==> src/tccad_pkg.sv <==
// Shared constants and types for the Type-C CC attach detect block
package tccad_pkg;

	// Per-pin termination class decoded from comparators
	typedef enum logic [1:0] {
		TERM_OPEN,
		TERM_RD,
		TERM_RA
	} tccad_term_t;

	// Role configuration
	typedef enum logic [1:0] {
		ROLE_SOURCE,
		ROLE_SINK,
		ROLE_DUAL
	} tccad_role_t;

	// Advertised current level
	localparam logic [1:0] ADV_DEFAULT = 2'h0;
	localparam logic [1:0] ADV_1P5     = 2'h1;
	localparam logic [1:0] ADV_3P0     = 2'h2;

	// Connection report codes
	localparam logic [2:0] CONN_NONE     = 3'h0;
	localparam logic [2:0] CONN_SINK     = 3'h1;
	localparam logic [2:0] CONN_CABLE    = 3'h2;
	localparam logic [2:0] CONN_CABLE_SK = 3'h3;
	localparam logic [2:0] CONN_DEBUG    = 3'h4;
	localparam logic [2:0] CONN_AUDIO    = 3'h5;
	localparam logic [2:0] CONN_SOURCE   = 3'h6;

	// Dual-role toggle half period
	localparam int          TOGGLE_US     = 35;
	localparam int          CLK_MHZ       = 100;
	localparam int          TOGGLE_CYCLES = TOGGLE_US * CLK_MHZ;
	localparam logic [11:0] TOGGLE_LAST   = 12'(TOGGLE_CYCLES - 1);

	// Strap decode: ADC codes at or above this start in wait-for-external mode
	localparam logic [7:0] STRAP_WAIT_EXT_MIN = 8'hC0;
	localparam logic [7:0] STRAP_SINK_MIN     = 8'h40;

	// Reset values
	localparam logic [2:0] CONN_RST = 3'h0;

endpackage

==> src/tccad_port.sv <==
// Per-port Type-C CC attach detection, role handling, swap and dead-battery logic
`timescale 1ns/1ps
// Overview of operation
// - Source with both pins open watches both, power off.
// - Source sees Rd on CC1: sink attached, VBUS on, watch CC1.
// - Source sees Rd on CC2: sink attached, VBUS on, watch CC2.
// - Ra on CC1 only: cable, watch CC2 attach, CC1 removal, power off.
// - Ra on CC2 only: cable, watch CC1 attach, CC2 removal, power off.
// - Ra CC1 and Rd CC2: VBUS on, VCONN on CC1, watch CC2.
// - Rd CC1 and Ra CC2: VBUS on, VCONN on CC2, watch CC1.
// - Rd on both is debug accessory, Ra on both audio; either detaches.
// - Source drives pull-up current on each pin and classifies voltage.
// - Advertised current selectable default, 1.5 A, 3 A; picks thresholds.
// - Connected: watched pin above sink detect threshold means detach.
// - Pin below cable detect threshold means Ra present.
// - Sink presents trimmed pull-down on both pins.
// - Sink attaches only when VBUS is present.
// - Sink derives partner current level from pull-up strength.
// - Dual role alternates pull-down and pull-up.
// - Sink with swap enabled flags swap below threshold, becomes source.
// - Source requests swap via swap pull-down as it becomes sink.
// - Dead battery presents sink pull-down without firmware action.
// - Dead battery uses untrimmed pull-down; firmware may switch it off.
// - Strap ADC value at power-up picks dead-battery start-up behaviour.
// - Wait-for-external config: port one and two use fixed path pins.
module tccad_port
	import tccad_pkg::*;
(
	// Clock and reset
	input  wire logic        mclk,
	input  wire logic        sys_rst,
	// Configuration
	input  wire logic [1:0]  role_cfg,
	input  wire logic [1:0]  adv_level,
	input  wire logic        swap_enable,
	input  wire logic        swap_request,
	input  wire logic        powered_up,
	input  wire logic        deadbatt_release,
	input  wire logic        strap_valid,
	input  wire logic [7:0]  strap_adc_input,
	input  wire logic        port_second,
	// Comparator inputs per pin: above sink detect, below cable detect, below swap
	input  wire logic [1:0]  above_sink_detect,
	input  wire logic [1:0]  below_cable_detect,
	input  wire logic [1:0]  below_swap_detect,
	input  wire logic [1:0]  sink_rp_level,
	input  wire logic        vbus_present,
	// Pin controls
	output logic [1:0]       source_pullup_current,
	output logic [1:0]       pullup_level,
	output logic [1:0]       trimmed_sink_pulldown,
	output logic [1:0]       untrimmed_deadbatt_pulldown,
	output logic [1:0]       swap_signal_pulldown,
	output logic [1:0]       cc_watch,
	output logic             vbus_source_en,
	output logic             vbus_sink_en,
	output logic [1:0]       vconn_en,
	// Status
	output logic [2:0]       conn_state,
	output logic [1:0]       partner_level,
	output logic             swap_detected,
	output logic             wait_external_supply_config,
	output logic             ext_path_ctrl_first,
	output logic             ext_path_ctrl_second
);

	typedef enum {
		ST_UNATTACHED,
		ST_ATTACHED_SRC,
		ST_CABLE_ONLY,
		ST_ACCESSORY,
		ST_ATTACHED_SNK
	} tccad_state_t;

	tccad_state_t state_reg;
	tccad_state_t state_next;
	tccad_term_t  term1;
	tccad_term_t  term2;
	logic         src_phase_reg;
	logic [11:0]  toggle_cnt_reg;
	logic         sourcing_reg;
	logic         deadbatt_reg;
	logic         strap_done_reg;
	logic         wait_ext_reg;
	logic [2:0]   conn_reg;
	logic [2:0]   conn_next;
	logic [1:0]   watch_reg;
	logic [1:0]   watch_next;
	logic [1:0]   vconn_reg;
	logic [1:0]   vconn_next;
	logic         vbus_src_reg;
	logic         vbus_src_next;
	logic [1:0]   plevel_reg;
	logic         swap_det_reg;
	logic         swap_sent_reg;

	// Termination class from comparators
	function automatic tccad_term_t classify(input logic above, input logic below);
		if (below)
			return TERM_RA;
		else if (!above)
			return TERM_RD;
		else
			return TERM_OPEN;
	endfunction

	assign term1 = classify(above_sink_detect[0], below_cable_detect[0]);
	assign term2 = classify(above_sink_detect[1], below_cable_detect[1]);

	// Role phase: fixed by config, or toggled for dual role
	always_ff @(posedge mclk) begin
		if (sys_rst) begin
			toggle_cnt_reg <= 12'h000;
			src_phase_reg  <= 1'b0;
		end else if (role_cfg == ROLE_DUAL && state_reg == ST_UNATTACHED) begin
			if (toggle_cnt_reg == TOGGLE_LAST) begin
				toggle_cnt_reg <= 12'h000;
				src_phase_reg  <= ~src_phase_reg;
			end else begin
				toggle_cnt_reg <= toggle_cnt_reg + 12'h001;
			end
		end else begin
			toggle_cnt_reg <= 12'h000;
		end
	end

	// Current role; swap events reverse it
	always_ff @(posedge mclk) begin
		if (sys_rst)
			sourcing_reg <= 1'b0;
		else if (state_reg == ST_ATTACHED_SNK && swap_enable && (below_swap_detect & watch_reg) != 2'h0)
			sourcing_reg <= 1'b1;
		else if (state_reg == ST_ATTACHED_SRC && swap_enable && swap_request)
			sourcing_reg <= 1'b0;
		else if (state_reg == ST_UNATTACHED)
			sourcing_reg <= (role_cfg == ROLE_SOURCE) || (role_cfg == ROLE_DUAL && src_phase_reg);
	end

	// Swap flags
	always_ff @(posedge mclk) begin
		if (sys_rst) begin
			swap_det_reg  <= 1'b0;
			swap_sent_reg <= 1'b0;
		end else begin
			swap_det_reg  <= state_reg == ST_ATTACHED_SNK && swap_enable
				&& (below_swap_detect & watch_reg) != 2'h0;
			swap_sent_reg <= state_reg == ST_ATTACHED_SRC && swap_enable && swap_request;
		end
	end

	// Attach state machine
	always_comb begin
		state_next    = state_reg;
		conn_next     = conn_reg;
		watch_next    = watch_reg;
		vconn_next    = vconn_reg;
		vbus_src_next = vbus_src_reg;
		unique case (state_reg)
			ST_UNATTACHED: begin
				conn_next     = CONN_NONE;
				watch_next    = 2'h3;
				vconn_next    = 2'h0;
				vbus_src_next = 1'b0;
				if (sourcing_reg) begin
					if (term1 == TERM_RD && term2 == TERM_OPEN) begin
						state_next = ST_ATTACHED_SRC; conn_next = CONN_SINK; watch_next = 2'h1;
						vbus_src_next = 1'b1;
					end else if (term1 == TERM_OPEN && term2 == TERM_RD) begin
						state_next = ST_ATTACHED_SRC; conn_next = CONN_SINK; watch_next = 2'h2;
						vbus_src_next = 1'b1;
					end else if (term1 == TERM_RA && term2 == TERM_RD) begin
						state_next = ST_ATTACHED_SRC; conn_next = CONN_CABLE_SK; watch_next = 2'h2;
						vbus_src_next = 1'b1; vconn_next = 2'h1;
					end else if (term1 == TERM_RD && term2 == TERM_RA) begin
						state_next = ST_ATTACHED_SRC; conn_next = CONN_CABLE_SK; watch_next = 2'h1;
						vbus_src_next = 1'b1; vconn_next = 2'h2;
					end else if (term1 == TERM_RA && term2 == TERM_OPEN) begin
						state_next = ST_CABLE_ONLY; conn_next = CONN_CABLE; watch_next = 2'h3;
					end else if (term1 == TERM_OPEN && term2 == TERM_RA) begin
						state_next = ST_CABLE_ONLY; conn_next = CONN_CABLE; watch_next = 2'h3;
					end else if (term1 == term2 && term1 != TERM_OPEN) begin
						state_next = ST_ACCESSORY; watch_next = 2'h3;
						conn_next  = (term1 == TERM_RD) ? CONN_DEBUG : CONN_AUDIO;
					end
				end else if (vbus_present) begin
					state_next = ST_ATTACHED_SNK; conn_next = CONN_SOURCE;
					watch_next = above_sink_detect[0] ? 2'h1 : 2'h2;
				end
			end
			ST_CABLE_ONLY: begin
				// Cable pin watched for removal, other pin for a sink
				if (term1 == TERM_OPEN && term2 == TERM_OPEN) begin
					state_next = ST_UNATTACHED;
				end else if (term1 == TERM_RA && term2 == TERM_RD) begin
					state_next = ST_ATTACHED_SRC; conn_next = CONN_CABLE_SK; watch_next = 2'h2;
					vbus_src_next = 1'b1; vconn_next = 2'h1;
				end else if (term1 == TERM_RD && term2 == TERM_RA) begin
					state_next = ST_ATTACHED_SRC; conn_next = CONN_CABLE_SK; watch_next = 2'h1;
					vbus_src_next = 1'b1; vconn_next = 2'h2;
				end
			end
			ST_ATTACHED_SRC: begin
				if ((above_sink_detect & watch_reg) == watch_reg) begin
					state_next = ST_UNATTACHED;
				end else if (swap_enable && swap_request) begin
					state_next = ST_ATTACHED_SNK; conn_next = CONN_SOURCE;
					vbus_src_next = 1'b0; vconn_next = 2'h0;
				end
			end
			ST_ACCESSORY: begin
				if (above_sink_detect != 2'h0)
					state_next = ST_UNATTACHED;
			end
			ST_ATTACHED_SNK: begin
				if (swap_enable && (below_swap_detect & watch_reg) != 2'h0) begin
					state_next = ST_ATTACHED_SRC; conn_next = CONN_SINK; vbus_src_next = 1'b1;
				end else if (!vbus_present) begin
					state_next = ST_UNATTACHED;
				end
			end
		endcase
	end

	always_ff @(posedge mclk) begin
		if (sys_rst) begin
			state_reg    <= ST_UNATTACHED;
			conn_reg     <= CONN_RST;
			watch_reg    <= 2'h3;
			vconn_reg    <= 2'h0;
			vbus_src_reg <= 1'b0;
		end else begin
			state_reg    <= state_next;
			conn_reg     <= conn_next;
			watch_reg    <= watch_next;
			vconn_reg    <= vconn_next;
			vbus_src_reg <= vbus_src_next;
		end
	end

	// Partner current level while sinking
	always_ff @(posedge mclk) begin
		if (sys_rst)
			plevel_reg <= ADV_DEFAULT;
		else if (state_reg == ST_ATTACHED_SNK)
			plevel_reg <= sink_rp_level;
		else
			plevel_reg <= ADV_DEFAULT;
	end

	// Dead battery: set by strap at power-up, cleared by firmware once powered
	always_ff @(posedge mclk) begin
		if (sys_rst) begin
			deadbatt_reg   <= 1'b1;
			strap_done_reg <= 1'b0;
			wait_ext_reg   <= 1'b0;
		end else begin
			if (strap_valid && !strap_done_reg) begin
				strap_done_reg <= 1'b1;
				wait_ext_reg   <= strap_adc_input >= STRAP_WAIT_EXT_MIN;
				deadbatt_reg   <= strap_adc_input >= STRAP_SINK_MIN;
			end else if (powered_up && deadbatt_release) begin
				deadbatt_reg <= 1'b0;
			end
		end
	end

	// Pin drive
	always_comb begin
		source_pullup_current       = 2'h0;
		trimmed_sink_pulldown       = 2'h0;
		untrimmed_deadbatt_pulldown = 2'h0;
		if (deadbatt_reg && !powered_up) begin
			untrimmed_deadbatt_pulldown = 2'h3;
		end else if (sourcing_reg) begin
			source_pullup_current = 2'h3;
		end else begin
			trimmed_sink_pulldown = 2'h3;
			untrimmed_deadbatt_pulldown = deadbatt_reg ? 2'h3 : 2'h0;
		end
	end

	assign pullup_level         = adv_level;
	assign swap_signal_pulldown = swap_sent_reg ? watch_reg : 2'h0;
	assign cc_watch             = watch_reg;
	assign vbus_source_en       = vbus_src_reg;
	assign vbus_sink_en         = state_reg == ST_ATTACHED_SNK;
	assign vconn_en             = vconn_reg;
	assign conn_state           = conn_reg;
	assign partner_level        = plevel_reg;
	assign swap_detected        = swap_det_reg;
	assign wait_external_supply_config = wait_ext_reg;
	assign ext_path_ctrl_first  = wait_ext_reg && !port_second && (vbus_src_reg || vbus_sink_en);
	assign ext_path_ctrl_second = wait_ext_reg && port_second && (vbus_src_reg || vbus_sink_en);

	// Checks
	property p_idle_unpowered;
		@(posedge mclk) disable iff (sys_rst) state_reg == ST_UNATTACHED |=> !vbus_src_reg || state_reg != ST_UNATTACHED;
	endproperty
	a_idle_unpowered: assert property (p_idle_unpowered) else $error("VBUS on while unattached");
	property p_rd_cc1;
		@(posedge mclk) disable iff (sys_rst)
			state_reg == ST_UNATTACHED && sourcing_reg && term1 == TERM_RD && term2 == TERM_OPEN
			|=> vbus_src_reg && watch_reg == 2'h1 && vconn_reg == 2'h0 && conn_reg == CONN_SINK;
	endproperty
	a_rd_cc1: assert property (p_rd_cc1) else $error("CC1 sink attach wrong");
	property p_rd_cc2;
		@(posedge mclk) disable iff (sys_rst)
			state_reg == ST_UNATTACHED && sourcing_reg && term1 == TERM_OPEN && term2 == TERM_RD
			|=> vbus_src_reg && watch_reg == 2'h2 && vconn_reg == 2'h0;
	endproperty
	a_rd_cc2: assert property (p_rd_cc2) else $error("CC2 sink attach wrong");
	property p_cable_off;
		@(posedge mclk) disable iff (sys_rst) state_reg == ST_CABLE_ONLY |-> !vbus_src_reg && vconn_reg == 2'h0;
	endproperty
	a_cable_off: assert property (p_cable_off) else $error("Power on with cable only");
	property p_vconn_cc1;
		@(posedge mclk) disable iff (sys_rst)
			state_reg == ST_UNATTACHED && sourcing_reg && term1 == TERM_RA && term2 == TERM_RD
			|=> vconn_reg == 2'h1 && watch_reg == 2'h2;
	endproperty
	a_vconn_cc1: assert property (p_vconn_cc1) else $error("VCONN CC1 wrong");
	property p_sink_vbus;
		@(posedge mclk) disable iff (sys_rst)
			$rose(state_reg == ST_ATTACHED_SNK) && $past(state_reg) == ST_UNATTACHED |-> $past(vbus_present);
	endproperty
	a_sink_vbus: assert property (p_sink_vbus) else $error("Sink attach without VBUS");
	property p_detach;
		@(posedge mclk) disable iff (sys_rst)
			state_reg == ST_ATTACHED_SRC && (above_sink_detect & watch_reg) == watch_reg
			|=> state_reg == ST_UNATTACHED ##1 !vbus_src_reg;
	endproperty
	a_detach: assert property (p_detach) else $error("Detach missed");
	property p_deadbatt;
		@(posedge mclk) disable iff (sys_rst) deadbatt_reg && !powered_up |-> untrimmed_deadbatt_pulldown == 2'h3;
	endproperty
	a_deadbatt: assert property (p_deadbatt) else $error("Dead battery pull-down missing");
	c_sink_attach: cover property (@(posedge mclk) disable iff (sys_rst) conn_reg == CONN_SINK);
	c_cable_sink: cover property (@(posedge mclk) disable iff (sys_rst) conn_reg == CONN_CABLE_SK);
	c_swap: cover property (@(posedge mclk) disable iff (sys_rst) swap_det_reg);
endmodule

==> config.mk <==
export PLATFORM = sky130hd
export DESIGN_NAME = tccad_port
export DESIGN_NICKNAME = d
export VERILOG_FILES = /design/src/tccad_pkg.sv /design/src/tccad_port.sv
export SDC_FILE = /design/constraint.sdc
export NUM_CORES = 1
export LEC_CHECK = 0
export ABC_AREA = 1
export ABC_CLOCK_PERIOD_IN_PS = 1400
export BUFFER_PORTS_ARGS = -buffer_cell sky130_fd_sc_hd__clkbuf_2
export CAP_MARGIN = 20
export CELL_PAD_IN_SITES_DETAIL_PLACEMENT = 1
export CELL_PAD_IN_SITES_GLOBAL_PLACEMENT = 1
export CORE_ASPECT_RATIO = 0.6
export CORE_MARGIN = 4
export CORE_UTILIZATION = 25
export CTS_BUF_LIST = sky130_fd_sc_hd__clkbuf_8
export CTS_CLUSTER_DIAMETER = 120
export DETAILED_ROUTE_END_ITERATION = 10
export GPL_TIMING_DRIVEN = 0
export PLACE_DENSITY = 0.72
export SYNTH_ARGS = -nofsm -noshare
export SYNTH_HDL_FRONTEND = slang
export SYNTH_SLANG_ARGS = --single-unit
==> constraint.sdc <==
create_clock -name mclk -period 1.4 [get_ports mclk]
set_clock_uncertainty 0.05 [all_clocks]
set_input_delay 0.07 -clock mclk [delete_from_list [all_inputs] [get_ports mclk]]
set_output_delay 0.07 -clock mclk [all_outputs]
set_load 0.05 [all_outputs]
After elaboration in Yosys (flattened, before gate mapping)
Cells that the tools add are included.
{"block": "op_classes", "n_lt_le_gt_ge": 2, "eq_ne": 25, "add_sub_neg": 1, "reduce_logical": 48, "n_mux": 86, "bitwise": 5}
{"op": "$mux 32", "count": 17}
{"op": "$pmux 32 s5", "count": 1}
{"op": "$eq 32x2->1 const B", "count": 3}
{"op": "$logic_not 32->1", "count": 2}
{"op": "$mux 2", "count": 30}
{"op": "$mux 3", "count": 15}
{"op": "$eq 32x1->1 const B", "count": 1}
{"op": "$eq 32x3->1 const B", "count": 1}
{"op": "$eq 32x4->1 const B", "count": 1}
{"op": "$logic_and 1x1->1", "count": 23}
{"op": "$mux 1", "count": 19}
{"op": "$add 12x1->12 const B", "count": 1}
{"op": "$eq 12x12->1 const B", "count": 1}
{"op": "$ne 3x3->1 const B", "count": 4}
{"op": "$pmux 3 s4", "count": 1}
{"op": "$reduce_and 6->1", "count": 2}
{"op": "$ne 2x2->1 const B", "count": 5}
{"op": "$reduce_bool 2->1", "count": 5}
{"op": "$ne 9x9->1 const B", "count": 1}
{"op": "$ge 8x7->1 const B", "count": 1}
{"op": "$ge 8x8->1 const B", "count": 1}
{"op": "$eq 2x2->1 const B", "count": 3}
{"op": "$logic_not 2->1", "count": 3}
{"op": "$pmux 2 s3", "count": 1}
{"op": "other kinds (16)", "count": 25}
{"block": "word_totals", "out_inout_bits": 25, "regBits": 61}

Longest topological paths before layout
Gate-level depths: netlist of the first run.
{"block": "logic_depth", "ltp_word": 13, "depth_mapped": 10, "mapped_depth_nobuf": 10}

Least setup slack after synthesis of the first run
Ideal clock, no wire load.
{"block": "synth_timing", "path_kind": "register to output", "start": "register state_reg[0]", "end": "output port ext_path_ctrl_first", "arrival_ns": 2.238, "slack_ns": -0.958, "path_stages_with_launch": 6, "path_cell_list": "dfxtp_1 -> inv_2 -> nand2_1 -> nor2_2 -> nor2_1 -> nor3_1"}
{"block": "synth_via", "elab_chain_len": 3}
{"item": "start, declared", "line": "tccad_port.sv:75", "text": "tccad_state_t state_reg;"}
{"item": "start signal, assigned", "line": "tccad_port.sv:232", "text": "state_reg <= state_next;"}
{"item": "$eq 32x4->1", "line": "tccad_port.sv:286", "text": "assign vbus_sink_en = state_reg == ST_ATTACHED_SNK;"}
{"item": "named net vbus_sink_en", "line": "tccad_port.sv:56", "text": "output logic vbus_sink_en,"}
{"item": "$logic_or 1x1->1", "line": "tccad_port.sv:292", "text": "assign ext_path_ctrl_first = wait_ext_reg && !port_second && (vbus_src_reg || vbus_sink_en);"}
{"item": "$logic_and 1x1->1", "line": "tccad_port.sv:292"}
{"item": "end, declared", "line": "tccad_port.sv:63", "text": "output logic ext_path_ctrl_first,"}
The timed path passes the listed nets, and every way through them passes these cells.

Worst setup path after layout of the first run
{"block": "layout_timing", "start": "register toggle_cnt_reg[8]", "end": "register toggle_cnt_reg[0]"}
{"block": "layout_via", "elab_chain_len": 2}
{"item": "start, declared", "line": "tccad_port.sv:80", "text": "logic [11:0] toggle_cnt_reg;"}
{"item": "start signal, assigned", "line": "tccad_port.sv:120", "text": "toggle_cnt_reg <= toggle_cnt_reg + 12'h001;"}
{"item": "$eq 12x12->1", "line": "tccad_port.sv:116", "text": "if (toggle_cnt_reg == TOGGLE_LAST) begin"}
{"item": "$reduce_or 3->1 (no line)"}
Every way passes these cells.
A chain may end at the register's enable or synchronous reset.

==> reports/summary.txt, run 1 <==
Outcome -> finished, violations left
Failing checks -> negative setup slack
Post-synthesis adder-cell area fraction -> 0.652%
Starting Density -> 26.1%
Cells after Synth -> 306
Final Wtd Congestion -> 0.846
H-tree level count -> 2
Longest Clk Path Bufs -> 2
Initial DRC count -> 98
Initial antenna violation count -> 0
Peak supply drop -> 0.000864 V
Switching share of power -> 49.5%
Synth Register Bits -> 32
Startpoint Class -> flip-flop
Flop pwr share -> 24.2%
Fillers -> 929
Synth Area in XOR/XNOR -> 0.913%
Power Density -> 1700 nW/um2
Worst Hold Class -> input pin to flip-flop
Post-layout min period -> 1480 ps
Sequential share of the synthesized area -> 33.4%
Synth area leader -> dfxtp_1
WL/cell -> 14.2 um
Critical path's top delay family -> simple AND/OR/NAND/NOR gates
Fin. max-slew vios -> 0
Clock Pin Slew Worst Setup and Hold Paths -> 70 ps
Crit-path slowest cell -> dfxtp_1
Mux contribution to synthesized area -> 0%
Number of diodes -> 0
Top cells by area, synth -> dfxtp_1 (33%), nand2_1 (18%), nor2_1 (11%)
Core area -> 7360 um2
Post-Synth Simple-Gate Area -> 45.1%
Global route overflow -> 0
Clock latency on the worst-skew pair -> 290 ps
Clock network fraction of total power -> 14.9%
Max FFs per register -> 12
Post-route antenna net violation count -> 0
Vias per inst -> 4.54
Critical path class -> flip-flop to flip-flop
Total net switching power -> 2.47 mW
Largest family of logic cells by synthesized area -> simple AND/OR/NAND/NOR gates
Worst Hold Slack -> 13.4 ps
Endpoints failing hold -> 0
RSZ-0062 raised after global routing -> true
Mapped cell area -> 1920 um2
WL final -> 6840 um
Die W -> 121 um
DR DRC count -> 0
Fin Setup TNS -> -892 ps
Count of input and output buffers -> 45
Area grow syn2layout -> 53.2%
Avg Cell Area, Syn -> 6.27 um2
Setup Viol. Count Final -> 16
Std cell rows -> 24
Die ar. -> 9180 um2
DP Wirelength -> 5140 um
LEAKAGE -> 1.35 nW
Critical Path Sink Type -> flip-flop
Post-place setup slack -> -306 ps
Relative slew slack -> 64.0%
Die Span Y -> 75.9 um
Comb power frac -> 60.9%
PnR worst setup slack -> -75.3 ps
Via count -> 2,191
Final core utilization -> 39.9%
Cells along the critical path -> nor3b_1 -> nand3_2 -> nand4_1 -> buf_6 -> nor2_1
Worst Path Buf+Inv -> 1
First-pass GRT wire length -> 10,600 um
Req. time, crit path -> 1530 ps
Final net count -> 408
Number of buffers created by CTS -> 5
Max FO, Critical Path -> 5
Tot Pwr -> 4.99 mW
Total of max-cap violations -> 0
Max stage delay on crit path -> 390 ps
First-pass DRT Iterations -> 4
Synth warn -> 0
Pin count of the biggest net entering global routing -> 11
Area share of the largest cell type after synthesis -> 33.4%
Synth Area in Compound Gates -> 8.61%
Internal power -> 2.52 mW
Mapped Nets -> 336
Clk root buf -> clkbuf_8
Worst Path Arrival -> 1610 ps
Synth cell types -> 32
Vias in the first global route -> 2,083
Clk sinks -> 32
Layout cells sized above 1 -> 43.0%
Final worst-path cycle share -> 105%
Io pins -> 54
Gr usage total -> 14.9%
Slew @ Worst Pin -> 540 ps
CTS tree -> yes
Highest Clock Rate -> 0.678 GHz
[worst paths after layout]
path                                                   start                            to  slack [ps]  depth (start not counted)
worst max-delay path            toggle_cnt_reg[8]$_SDFF_PP0_  toggle_cnt_reg[0]$_SDFF_PP0_         -80                          5
worst min-delay path                      strap_adc_input[7]     deadbatt_reg$_SDFFE_PP1P_          10                          3
worst max register to register  toggle_cnt_reg[8]$_SDFF_PP0_  toggle_cnt_reg[0]$_SDFF_PP0_         -80                          5
worst min register to register      vconn_en[0]$_SDFFE_PP0P_      vconn_en[0]$_SDFFE_PP0P_         420                          2
[power groups by stage]
stage / clock [mW] / sequential, mW / combinational [mW]
after floorplan: 0 / 1.47 / 1.66
after global placement: 0 / 1.21 / 2.45
after detailed placement: 0 / 1.22 / 2.51
after CTS: 0.777 / 1.20 / 2.84
after global routing: 0.824 / 1.23 / 3.29
final: 0.741 / 1.21 / 3.04
[synth_stat cells]
master	number
o22ai_1	1
clkbuf_1	1
nor3_2	1
xor2_1	2
nor2_8	1
or2_2	3
nor2_1	54
buf_6	1
inv_1	40
a211oi_1	1
nand4_1	4
nor3b_1	1
o2111ai_1	1
ha_1	1
nor2_2	1
nand3b_1	1
nand3_2	3
nor2_4	4
dfxtp_1	32
o31ai_1	1
a21boi_0	2
buf_2	2
nand3_1	20
inv_2	1
or3_1	1
buf_4	5
nand2_2	1
nand2_1	90
nor3_1	4
nand2_4	2
a21oi_1	17
o21ai_0	7
[per-layer routing]
| metal | vias to the layer above | wire [um] | track usage (%) |
|---|---|---|---|
| met3 | 4 | 455 | 3.71 |
| li1 | 1099 | - | - |
| met1 | 1027 | 3400 | 21.0 |
| met5 | - | 0 | 0 |
| met4 | 0 | 48 | 4.27 |
| met2 | 61 | 2930 | 22.9 |
[through the flow]
step | std cells | instance area [um2]
2_1_floorplan | 306 | 2000
6_report | 483 | 2940
4_1_cts | 479 | 2740
3_5_place_dp | 455 | 2360
5_1_grt | 483 | 2940
3_3_place_gp | 455 | 2360
[placed cells by master, fill, tap and decap left out, types with 5 or more instances in the layout]
cell / instances
o21ai_0: 6
dfxtp_2: 8
nand3_1: 14
nor2_4: 11
nand2_2: 14
inv_1: 34
dfxtp_1: 19
a21oi_1: 6
clkbuf_2: 38
dfxtp_4: 5
buf_4: 16
buf_6: 8
clkbuf_8: 6
a21oi_2: 10
nand3_2: 7
nand2_1: 75
nor2_1: 43
nor2_2: 5
[cells by family (layout without fill, tap and decap cells)]
logic type / Yosys count / count (layout)
compound gates: 30 / 30
fa+ha+maj: 1 / 1
flops: 32 / 32
buf+inv: 50 / 123
xor+xnor: 2 / 2
simple gates: 191 / 191
[worst register-to-register path, delay by kind of cell, from the launching register on]
kind                   cells  cell delay [ps]
and+or+nand+nor            4              760
DFF                        1              390
buffers and inverters      1              170
[layout make-up]
type | instances | area (um2) | share of cell area [%]
buffer | 9 | 78.8 | 2.68
clock buffer | 6 | 82.6 | 2.81
clock inverter | 2 | 10.0 | 0.341
inverter | 41 | 168 | 5.71
multi-input combinational | 224 | 1330 | 45.1
sequential | 32 | 669 | 22.8
tap | 104 | 130 | 4.43
timing repair buffer | 65 | 473 | 16.1
[repair_timing]
action / in CTS / in global routing
setup endpoints to repair: 31 / 31
hold buffers: 4 / 0
gates cloned: 1 / 0
resized for setup: 46 / 54
hold endpoints to repair: 4 / 0
setup buffers: 11 / 4
pin swaps: 6 / 11
(Power assumes the default switching activity.)
==> run 2: changes to the inputs <==
==> constraint.sdc (replaced) <==
create_clock -name mclk -period 1.4 [get_ports mclk]
set_clock_uncertainty 0.05 [all_clocks]
set_input_delay 0.07 -clock mclk [delete_from_list [all_inputs] [get_ports mclk]]
set_output_delay 0.07 -clock mclk [all_outputs]
set_load 0.005 [all_outputs]
==> reports/summary.txt, run 2 (same netlist as run 1, synthesis figures left out) <==
Max FFs per register -> 12
Vias per inst -> 4.48
Final Instance Area -> 2940 um2
Core area -> 7360 um2
Final worst-path cycle share -> 107%
Gr usage total -> 14.7%
LEAKAGE -> 1.36 nW
Std cell rows -> 24
Die ar. -> 9180 um2
Clk sinks -> 32
Final Wtd Congestion -> 0.761
Number of diodes -> 0
Final core utilization -> 39.9%
Pin count of the biggest net entering global routing -> 11
Critical Path Sink Type -> flip-flop
CTS tree -> yes
Clock Pin Slew Worst Setup and Hold Paths -> 70 ps
PnR worst setup slack -> -101 ps
First-pass DRT Iterations -> 4
Via count -> 2,202
Starting Density -> 26.1%
Fillers -> 928
Longest Clk Path Bufs -> 2
WL final -> 6900 um
DP Wirelength -> 4840 um
Worst Path Arrival -> 1630 ps
Die Span Y -> 75.9 um
Final net count -> 417
Power Density -> 1630 nW/um2
RSZ-0062 raised after global routing -> true
Post-DP Area -> 2270 um2
Slew @ Worst Pin -> 566 ps
Layout cells sized above 1 -> 42.3%
Count of input and output buffers -> 45
Die W -> 121 um
Outcome -> finished, violations left
Post-Layout Cell Count -> 492
First-pass GRT wire length -> 10,500 um
Critical path class -> flip-flop to flip-flop
Failing checks -> negative setup slack
Initial antenna violation count -> 0
Vias in the first global route -> 2,105
Endpoints failing hold -> 0
Peak supply drop -> 0.000449 V
Fin. max-slew vios -> 0
Relative slew slack -> 62.3%
Global route overflow -> 0
Area grow syn2layout -> 53.1%
Req. time, crit path -> 1530 ps
WL/cell -> 14.0 um
Commonest non-fill, non-tap cell in the layout -> nand2_1
Placed Instances -> 455
Clk root buf -> clkbuf_8
Startpoint Class -> flip-flop
Tot Pwr -> 4.78 mW
Post-place setup slack -> -303 ps
Max FO, Critical Path -> 5
Highest Clock Rate -> 0.666 GHz
Post-layout min period -> 1500 ps
Io pins -> 54
Clock latency on the worst-skew pair -> 290 ps
H-tree level count -> 2
Setup Viol. Count Final -> 17
Post-route antenna net violation count -> 0
Worst Hold Class -> input pin to flip-flop
Total of max-cap violations -> 0
Initial DRC count -> 76
Most frequent cells in the layout -> nand2_1 (75), nor2_1 (43), clkbuf_2 (43)
DR DRC count -> 0
Number of buffers created by CTS -> 5
-- run 2: cell count changes in the layout (fill, tap and decap cells not counted), sizes merged --
cell | before | now
clkinv | 2 | 0
bufinv | 0 | 1
clkbuf | 47 | 51
dlygate4sd3 | 4 | 3
buf | 29 | 36
-- run 2: worst paths after layout --
kind	slack (ps)	startpoint	depth (start not counted)	endpoint
min	30	deadbatt_release	4	deadbatt_reg$_SDFFE_PP1P_
max reg2reg	-100	toggle_cnt_reg[0]$_SDFF_PP0_	9	toggle_cnt_reg[8]$_SDFF_PP0_
min reg2reg	420	vconn_en[0]$_SDFFE_PP0P_	2	vconn_en[0]$_SDFFE_PP0P_
max	-100	toggle_cnt_reg[0]$_SDFF_PP0_	9	toggle_cnt_reg[8]$_SDFF_PP0_
-- run 2: where the power goes --
part / switching [mW] / total (mW) / leakage [nW] / internal (mW)
combinational: 1.45 / 2.57 / 1.03 / 1.12
clock: 0.361 / 0.990 / 0.0645 / 0.628
sequential: 0.137 / 1.21 / 0.266 / 1.08
-- run 2: critical path, stage by stage (launching register included) --
cell     delay [ps]
dfxtp_4         370
ha_4            150
inv_4            40
nor2_4           70
inv_2            50
nor2_1          110
nand3_1         120
nand4_1         200
buf_6           180
nor2_2           50
-- run 2: repair_timing --
action                                  in CTS  in global routing
hold buffers                                 3                  0
buffers inserted                            16                 10
pin swaps                                    7                 16
cloned                                       1                  0
hold endpoints to repair                     3                  0
resized for setup                           44                 57
endpoints found under the setup margin      30                 28
-- run 2: metal layers --
metal	vias up	part of all wire (%)	GRT usage (%)
met5	-	0	0
met4	0	0.43	3.02
met3	2	6.2	4.45
met2	54	43	21.6
met1	1026	50	21.3
li1	1120	-	-
-- run 2: final cells by class --
class	count	area [um2]	area share, %
clock buffer	7	96.3	3.28
sequential	32	668	22.8
multi-input combinational	224	1290	43.8
tap	104	130	4.43
inverter	41	168	5.71
buffer	8	67.6	2.30
clock inverter	1	30.0	1.02
timing repair buffer	75	490	16.7
-- run 2: metrics by stage --
stage / setup TNS [ps] / hold slack, ps
floorplan: 0 / 89.1
global placement: -3100 / 219
detailed placement: -4030 / 226
CTS: -611 / 16.8
global route: -2890 / 34.3
finish: -1140 / 33.1
==> run 3: changes to the inputs <==
--- a/config.mk
+++ b/config.mk
@@ -19,6 +19,7 @@
 export DETAILED_ROUTE_END_ITERATION = 10
 export GPL_TIMING_DRIVEN = 0
 export PLACE_DENSITY = 0.72
+export SKIP_CTS_REPAIR_TIMING = 1
 export SYNTH_ARGS = -nofsm -noshare
 export SYNTH_HDL_FRONTEND = slang
 export SYNTH_SLANG_ARGS = --single-unit
==> reports/summary.txt, run 3 (same netlist as run 1, synthesis figures left out) <==
Critical Path Sink Type -> flip-flop
Post-layout min period -> 1550 ps
Vias per inst -> 4.41
H-tree level count -> 2
LEAKAGE -> 1.30 nW
Start point of the worst hold path -> deadbatt_release
Clock Pin Slew Worst Setup and Hold Paths -> 70 ps
Commonest non-fill, non-tap cell in the layout -> nand2_1
Tot Pwr -> 4.62 mW
DP Wirelength -> 4840 um
Final core utilization -> 38.1%
Slew @ Worst Pin -> 565 ps
Final worst-path cycle share -> 111%
Post-place setup slack -> -303 ps
WL/cell -> 13.5 um
Relative slew slack -> 62.4%
Highest Clock Rate -> 0.643 GHz
Worst Hold Class -> input pin to flip-flop
Count of input and output buffers -> 45
Starting Density -> 26.1%
Die ar. -> 9180 um2
Post-route antenna net violation count -> 0
Endpoints failing hold -> 0
Number of buffers created by CTS -> 5
Layout cells sized above 1 -> 38.2%
Area grow syn2layout -> 46.1%
Final Wtd Congestion -> 0.761
Number of diodes -> 0
Max FFs per register -> 12
Core area -> 7360 um2
Final net count -> 409
R2r startpoint -> toggle_cnt_reg[1]$_SDFF_PP0_
Critical path class -> flip-flop to flip-flop
Setup Viol. Count Final -> 19
Clk sinks -> 32
Pin count of the biggest net entering global routing -> 11
Peak supply drop -> 0.000427 V
Most frequent cells in the layout -> nand2_1 (80), nor2_1 (48), clkbuf_2 (44)
Fin. max-slew vios -> 0
DR DRC count -> 0
Std cell rows -> 24
Io pins -> 54
CTS tree -> yes
Fillers -> 932
Cells along the critical path -> ha_4 -> inv_2 -> nor2_2 -> inv_2 -> nor2_1 -> nand3_1 -> nand4_1 -> buf_6 -> nor2_2
Worst Path Arrival -> 1680 ps
First-pass DRT Iterations -> 4
Die Span Y -> 75.9 um
Die W -> 121 um
Max FO, Critical Path -> 5
Placed Instances -> 455
Clock latency on the worst-skew pair -> 290 ps
Outcome -> finished, violations left
RSZ-0062 raised after global routing -> true
Failing checks -> negative setup slack
Global route overflow -> 0
PnR worst setup slack -> -155 ps
WL final -> 6540 um
Clk root buf -> clkbuf_8
Via count -> 2,135
Max stage delay on crit path -> 360 ps
Longest Clk Path Bufs -> 2
Power Density -> 1650 nW/um2
Crit-path slowest cell -> dfxtp_2
Total of max-cap violations -> 0
Initial antenna violation count -> 0
Initial DRC count -> 96
First-pass GRT wire length -> 9520 um
Gr usage total -> 13.4%
Setup crit start -> toggle_cnt_reg[1]$_SDFF_PP0_
Post-Layout Cell Count -> 484
Vias in the first global route -> 1,962
Req. time, crit path -> 1530 ps
Startpoint Class -> flip-flop
[run 3: layer usage]
layer  vias to the layer above  global-route usage, %  share of wire, %
met3                         4                   4.53               5.4
met1                       986                   19.6                53
li1                       1103                      -                 -
met4                         0                   3.02              0.61
met2                        42                   18.8                41
met5                         -                      0                 0
[run 3: critical path: cells and delay by family (launching register included)]
family                   cells  cell delay (ps)
flip-flops                   1              360
adder cells (fa/ha/maj)      1              150
AND/OR/NAND/NOR              5              610
buffers and inverters        3              270
[run 3: report_power, final]
group          total [mW]  switching, mW  internal [mW]
combinational        2.41           1.38           1.03
clock               0.983          0.355          0.628
sequential           1.23          0.149           1.08
[run 3: cell type report]
type	count	area [um2]	share of cell area (%)
inverters	41	168	5.98
well taps	104	130	4.64
flip-flops and latches	32	662	23.6
repair buffers	67	410	14.6
clock inverters	1	30.0	1.07
multi-input cells	224	1230	44.1
plain buffers	8	71.3	2.54
clock buffers	7	96.3	3.44
[run 3: final timing paths]
check / end / slack (ps) / depth (start not counted)
worst max-delay path: toggle_cnt_reg[8]$_SDFF_PP0_ / -150 / 9
worst min-delay path: deadbatt_reg$_SDFFE_PP1P_ / 30 / 4
worst max register to register: toggle_cnt_reg[8]$_SDFF_PP0_ / -150 / 9
worst min register to register: vconn_en[0]$_SDFFE_PP0P_ / 420 / 2
[run 3: through the flow]
stage               TNS (ps)  area, um2  hold slack (ps)
finish                 -1860       2800             33.2
global route           -3590       2800             31.3
CTS                    -5590       2400            -86.5
detailed placement     -4030       2270              226
global placement       -3100       2270              219
floorplan                  0       1920             89.1
